===== src/hp_pkg.sv =====
package hp_pkg;
   localparam int ADDR_W       = 11;
   localparam int DATA_W       = 8;
   localparam int CHAN_W       = 4;
   localparam int FIFO_DEPTH   = 16;
   localparam int DRIVE_BIT    = 6;
   localparam logic [10:0] MAIN_CTRL_ADDR = 11'h000;
   localparam logic [10:0] IRQ_FIFO_ADDR  = 11'h001;
   localparam logic [7:0]  MAIN_CTRL_RST  = 8'h00;
   localparam logic [7:0]  FIFO_EMPTY_VAL = 8'h00;
   localparam logic [7:0]  ENTRY_VALID    = 8'h80;
endpackage


===== src/hp_evt_if.sv =====
`timescale 1ns/1ps
interface hp_evt_if;
   logic       push;
   logic [3:0] chan;
   logic       pop;
   logic       empty;
   logic [3:0] head;
   modport owner (input push, input chan, input pop, output empty, output head);
   modport user  (output push, output chan, output pop, input empty, input head);
endinterface


===== src/hp_irq_fifo.sv =====
`timescale 1ns/1ps
module hp_irq_fifo
   import hp_pkg::*;
#(
   parameter int DEPTH = FIFO_DEPTH
)
(
   input  wire logic sys_clk,
   input  wire logic resetn,
   hp_evt_if.owner   evt
);
   localparam int PW = $clog2(DEPTH);

   typedef struct packed {
      logic [DEPTH-1:0][CHAN_W-1:0] mem;
      logic [PW-1:0]                wp;
      logic [PW-1:0]                rp;
      logic [PW:0]                  cnt;
   } fifo_s;

   fifo_s st_r;
   fifo_s st_nxt;

   // A push into a full queue is dropped unless a pop happens in the same cycle; a pop on an empty queue does nothing.
   always_comb
   begin
      st_nxt = st_r;
      if (evt.pop && st_r.cnt != '0)
      begin
         st_nxt.rp = st_r.rp + 1'b1;
      end
      if (evt.push && (st_r.cnt != (PW+1)'(DEPTH) || evt.pop))
      begin
         st_nxt.mem[st_r.wp] = evt.chan;
         st_nxt.wp = st_r.wp + 1'b1;
      end
      st_nxt.cnt = st_r.cnt
                 + (PW+1)'(st_nxt.wp != st_r.wp)
                 - (PW+1)'(st_nxt.rp != st_r.rp);
   end

   always_ff @(posedge sys_clk or negedge resetn)
   begin
      if (!resetn)
      begin
         st_r <= '0;
      end
      else
      begin
         st_r <= st_nxt;
      end
   end

   assign evt.empty = (st_r.cnt == '0);
   assign evt.head  = st_r.mem[st_r.rp];
endmodule


===== src/echo_canceller_host_port.sv =====
`timescale 1ns/1ps
// Function
// - Interrupt request output pulls low whenever any channel raises an interrupt.
// - Interrupt request releases only after every queued entry has been read out.
// - Reads and writes happen only while strobe and select are both low.
// - Direction input chooses read (data out) or write (data in).
// - Transfer acknowledge goes low when the current transfer has completed.
// - Serial outputs drive only when gate pin and control bit 6 are high.
// - Serial outputs float when either gate pin or control bit 6 is low.
module echo_canceller_host_port
   import hp_pkg::*;
(
   input  wire logic                  sys_clk,
   input  wire logic                  resetn,
   input  wire logic                  host_strobe_n,
   input  wire logic                  host_select_n,
   input  wire logic                  host_read_write,
   input  wire logic [ADDR_W-1:0]     host_address_bus,
   input  wire logic [DATA_W-1:0]     host_data_bus_in,
   output logic      [DATA_W-1:0]     host_data_bus_out,
   output logic                       host_data_bus_oe,
   output logic                       transfer_ack_n_out,
   output logic                       transfer_ack_n_oe,
   output logic                       irq_n_out,
   output logic                       irq_n_oe,
   input  wire logic                  output_drive_gate,
   input  wire logic                  chan_event,
   input  wire logic [CHAN_W-1:0]     chan_event_id,
   output logic                       pcm_out_enable,
   output logic      [DATA_W-1:0]     main_ctrl
);
   typedef struct packed {
      logic [1:0]        strb_s;
      logic [1:0]        sel_s;
      logic [1:0]        rw_s;
      logic [1:0]        gate_s;
      logic              busy;
      logic [DATA_W-1:0] ctrl;
      logic [DATA_W-1:0] dout;
      logic              doe;
      logic              ack_oe;
      logic              irq_oe;
      logic              pcm_en;
   } port_s;

   port_s st_r;
   port_s st_nxt;
   hp_evt_if evt ();

   function automatic logic hit(input logic [ADDR_W-1:0] a, input logic [ADDR_W-1:0] r);
      hit = (a == r);
   endfunction

   logic access;

   hp_irq_fifo #(.DEPTH(FIFO_DEPTH)) u_fifo
   (
      .sys_clk (sys_clk),
      .resetn  (resetn),
      .evt     (evt.owner)
   );

   // Address and write data are sampled only after the synchronised strobe
   // has settled, so the host holds them stable through the access.
   assign access   = !st_r.strb_s[1] && !st_r.sel_s[1];
   assign evt.push = chan_event;
   assign evt.chan = chan_event_id;
   assign evt.pop  = access && !st_r.busy && st_r.rw_s[1]
                     && hit(host_address_bus, IRQ_FIFO_ADDR) && !evt.empty;

   always_comb
   begin
      st_nxt = st_r;
      st_nxt.strb_s = {st_r.strb_s[0], host_strobe_n};
      st_nxt.sel_s  = {st_r.sel_s[0], host_select_n};
      st_nxt.rw_s   = {st_r.rw_s[0], host_read_write};
      st_nxt.gate_s = {st_r.gate_s[0], output_drive_gate};
      if (access && !st_r.busy)
      begin
         st_nxt.busy   = 1'b1;
         st_nxt.ack_oe = 1'b1;
         if (st_r.rw_s[1])
         begin
            st_nxt.doe = 1'b1;
            if (hit(host_address_bus, MAIN_CTRL_ADDR))
            begin
               st_nxt.dout = st_r.ctrl;
            end
            else if (hit(host_address_bus, IRQ_FIFO_ADDR))
            begin
               st_nxt.dout = evt.empty ? FIFO_EMPTY_VAL
                                       : (ENTRY_VALID | DATA_W'(evt.head));
            end
            else
            begin
               st_nxt.dout = '0;
            end
         end
         else if (hit(host_address_bus, MAIN_CTRL_ADDR))
         begin
            st_nxt.ctrl = host_data_bus_in;
         end
      end
      else if (!access)
      begin
         st_nxt.busy   = 1'b0;
         st_nxt.ack_oe = 1'b0;
         st_nxt.doe    = 1'b0;
      end
      st_nxt.irq_oe = !evt.empty;
      st_nxt.pcm_en = st_r.gate_s[1] && st_r.ctrl[DRIVE_BIT];
   end

   always_ff @(posedge sys_clk or negedge resetn)
   begin
      if (!resetn)
      begin
         st_r      <= '0;
         st_r.strb_s <= 2'h3;
         st_r.sel_s  <= 2'h3;
         st_r.ctrl   <= MAIN_CTRL_RST;
      end
      else
      begin
         st_r <= st_nxt;
      end
   end

   assign host_data_bus_out  = st_r.dout;
   assign host_data_bus_oe   = st_r.doe;
   assign transfer_ack_n_out = 1'b0;
   assign transfer_ack_n_oe  = st_r.ack_oe;
   assign irq_n_out          = 1'b0;
   assign irq_n_oe           = st_r.irq_oe;
   assign pcm_out_enable     = st_r.pcm_en;
   assign main_ctrl          = st_r.ctrl;

   a_irq_follows_fifo: assert property (@(posedge sys_clk) disable iff (!resetn)
      1'b1 |=> irq_n_oe == !$past(evt.empty))
      else $error("irq enable does not follow fifo state");
   a_irq_held_pending: assert property (@(posedge sys_clk) disable iff (!resetn)
      !evt.empty ##1 !evt.empty |-> irq_n_oe)
      else $error("irq released with entries pending");
   a_ack_needs_access: assert property (@(posedge sys_clk) disable iff (!resetn)
      $rose(transfer_ack_n_oe) |-> $past(access))
      else $error("ack without strobe and select");
   a_ack_on_access: assert property (@(posedge sys_clk) disable iff (!resetn)
      access ##1 access |-> transfer_ack_n_oe)
      else $error("ack missing during access");
   a_ack_release: assert property (@(posedge sys_clk) disable iff (!resetn)
      !access |=> !transfer_ack_n_oe && !host_data_bus_oe)
      else $error("ack not released");
   a_read_drives_bus: assert property (@(posedge sys_clk) disable iff (!resetn)
      host_data_bus_oe |-> transfer_ack_n_oe)
      else $error("data driven outside an access");
   a_pcm_enable_and: assert property (@(posedge sys_clk) disable iff (!resetn)
      1'b1 |=> pcm_out_enable == ($past(st_r.gate_s[1]) && $past(main_ctrl[DRIVE_BIT])))
      else $error("pcm enable not the and of gate and bit");
   a_pcm_float: assert property (@(posedge sys_clk) disable iff (!resetn)
      !main_ctrl[DRIVE_BIT] |=> !pcm_out_enable)
      else $error("pcm driven with bit low");
endmodule


===== config.mk =====
export PLATFORM = sky130hd
export DESIGN_NAME = echo_canceller_host_port
export DESIGN_NICKNAME = d
export VERILOG_FILES = /design/src/hp_pkg.sv /design/src/hp_evt_if.sv /design/src/hp_irq_fifo.sv /design/src/echo_canceller_host_port.sv
export SDC_FILE = /design/constraint.sdc
export NUM_CORES = 1
export LEC_CHECK = 0
export BUFFER_PORTS_ARGS = -buffer_cell sky130_fd_sc_hd__buf_2
export CORE_MARGIN = 10
export CORE_UTILIZATION = 37
export CTS_CLUSTER_SIZE = 25
export DETAILED_ROUTE_END_ITERATION = 16
export PLACE_DENSITY = 0.54
export REMOVE_ABC_BUFFERS = 1
export SKIP_LAST_GASP = 1
export SLEW_MARGIN = 15
export SYNTH_ARGS = -nofsm -noshare
export SYNTH_HDL_FRONTEND = slang
export SYNTH_SLANG_ARGS = --single-unit

===== constraint.sdc =====
create_clock -name sys_clk -period 3.6 [get_ports sys_clk]
set_input_delay 0.36 -clock sys_clk [delete_from_list [all_inputs] [get_ports sys_clk]]
set_output_delay 0.36 -clock sys_clk [all_outputs]
set_load 0.01 [all_outputs]

==> impl_metrics.tcl <==
set metrics [dict create \
    grt_pass1_wl_um 17500 \
    path_max_fanout 4 \
    fmax_ghz 0.330 \
    fin_crit_sh 0.840 \
    maxCapViolations 0 \
    wl_per_cell_um 18.4 \
    die_w_um 139 \
    path_cells "inv_1 > ha_1 > nor4b_1 > inv_1 > nand2b_1 > nor4_1 > ha_1 > inv_1 > ha_1 > fa_1 > a21oi_1 > nor2_1 > nor2_1 > xnor2_1" \
    hpwl_um 7240 \
    maxSlewViolCount 0 \
    ios 52 \
    area_growth_pct 11.6 \
    setup_tns_ns 0 \
    dp.cells 560 \
    synth.avg_cell_area_um2 14.4 \
    globalplace.congestion 0.752 \
    final_nets 433 \
    relSlewSlack 0.354 \
    worst_slew_pin_slew_ns 0.970 \
    critPathKind "register to register" \
    cts_resized 0 \
    cp_num_buf_inv 3 \
    crit_family "adder cells" \
    slowest_delay_ns 0.60 \
    wl_um 10600 \
    setup_ws_ns 0.574 \
    drtIter0Drc 147 \
    leakage_nw 2.63 \
    required_ns 3.87 \
    skew_ns 0.00767 \
    synthFlopType "dfrtp_1" \
    hold_violations 0 \
    final_util 0.419 \
    dr.pass1.iters 4 \
    fillers 1296 \
    ys_seq_elements 105 \
    gr-usage-all-layers 0.114 \
    die_y_um 139 \
    vias_per_cell 5.01 \
    holdBufCountCts 0 \
    synth_edf_count 0 \
    async_reset_ff_frac 1.00 \
    cts_buffer_depth 2 \
    netlist_area_um2 5200 \
    synthTopCellsByArea "dfrtp_1 (49%), mux2_2 (13%), mux4_2 (6.9%), mux2_4 (4.6%), a21oi_4 (3.1%)" \
    synth_top_area_frac 0.486 \
    grt_overflow 0 \
    antenna_found_initial 0 \
    clk_pin_slew_worst_paths_ns 0.07 \
    drive_above_1_share 0.473 \
    status "finished clean" \
    mostFrequentLayoutCell "dfrtp_1" \
    rsz0062_at_grt "no" \
    power_density_nw_per_um2 692 \
    ant_nets 0 \
    final_cells 575 \
    std_cell_rows 43 \
    worst_path_max_delay_cell "nor4b_1" \
    cts_num_sinks 105 \
    start_util 0.376 \
    final_cell_mix "dfrtp_1 (101), mux2_2 (61), buf_2 (48), mux2_4 (16), mux4_2 (16)" \
    synth_cells 361 \
    min_period_ns 3.03 \
    yosysSeqAreaShare 0.506 \
    ctsRootBufferMaster "clkbuf_16" \
    cp-start-kind "register" \
    num_vias 2880 \
    ir_drop_mv 0.311 \
    synth_cell_types 46 \
    io_buffers 49 \
    drc 0 \
    tritoncts "done" \
    setup_viol 0 \
    yosysWarnings 0 \
    dp_slack_ns 0.558 \
    arrival_ns 3.30 \
    grt_pass1_vias 3080 \
    hp-class "primary input to asynchronous set/reset pin" \
    core_region_area_um2 13800 \
    critPathCaptureType "register" \
    synth_top_cell_by_area "dfrtp_1" \
    diodes 0 \
    grt_max_degree 56 \
    worstSkewPairLatency_ns 0.35 \
    h-tree-depth 3 \
    cts_made_buffers 9 \
    die_area_um2 19200 \
    p_total_mw 4.01 \
    postCtsSetupBuffers 0 \
]
-- kinds of logic after synthesis --
logic type	after synthesis	synth area share
compound gates	35	0.0763
xor+xnor	10	0.0183
fa+ha+maj	12	0.0303
buf+inv	47	0.0520
flops	105	0.506
mux	97	0.255
other cells	1	0.000722
simple gates	54	0.0604
-- final cells by class --
| type | count | area (um2) | area share |
|---|---|---|---|
| Clock buffer | 12 | 246 | 0.0425 |
| Clock inverter | 3 | 65.1 | 0.0112 |
| Inverter | 10 | 37.5 | 0.00647 |
| Multi-Input combinational cell | 210 | 2300 | 0.396 |
| Sequential cell | 105 | 2630 | 0.454 |
| Tap cell | 180 | 225 | 0.0388 |
| Timing Repair Buffer | 55 | 293 | 0.0505 |
-- routing by layer --
layer	GRT usage	up-vias	routed length [um]
met5	0	-	0
met2	0.165	60	4670
met4	0.0322	0	108
met1	0.155	1459	5300
li1	-	1350	-
met3	0.0414	11	530
-- state kept, by name, summed over array words and instances (netlist names) --
name / count
pcm_out_enable: 1
st_nxt: 4
main_ctrl: 8
host_data_bus_oe: 1
u_fifo.st_r: 77
host_data_bus_out: 8
irq_n_oe: 1
st_r: 5
-- stage by stage --
stage | area, um2 | hold WS, ns
finish | 5800 | 0.0621
global route | 5800 | 0.0871
CTS | 5800 | 0.0872
detailed placement | 5490 | 0.348
global placement | 5490 | 0.332
floorplan | 4970 | 0.0644
-- Yosys cell counts (7+ instances only) --
cell type,count
inv_1,10
mux2_2,61
a22o_1,7
buf_4,18
ha_1,11
mux2_4,16
nor3_1,8
nand3_1,10
nand2_1,8
dfrtp_1,101
mux4_2,16
a21oi_4,10
clkbuf_1,13
-- final timing paths --
kind / startpoint / to / slack, ns / depth (start not counted)
max reg2reg: u_fifo.st_r[3] / u_fifo.st_r[4] / 0.57 / 14
min in group sys_clk: host_strobe_n / st_nxt[28] / 0.11 / 1
min reg2reg: st_nxt[28] / st_r[28] / 0.36 / 0
max in group asynchronous: resetn / u_fifo.st_r[29] / 2.71 / 2
max: u_fifo.st_r[3] / u_fifo.st_r[4] / 0.57 / 14
min: resetn / u_fifo.st_r[3] / 0.06 / 1
-- where the power goes --
| group | internal, mW | switching (mW) |
|---|---|---|
| Sequential | 1.60 | 0.232 |
| Clock | 0.624 | 0.416 |
| Combinational | 0.683 | 0.464 |
| Total | 2.90 | 1.11 |
Note: power is estimated with default switching activity, not from simulation.
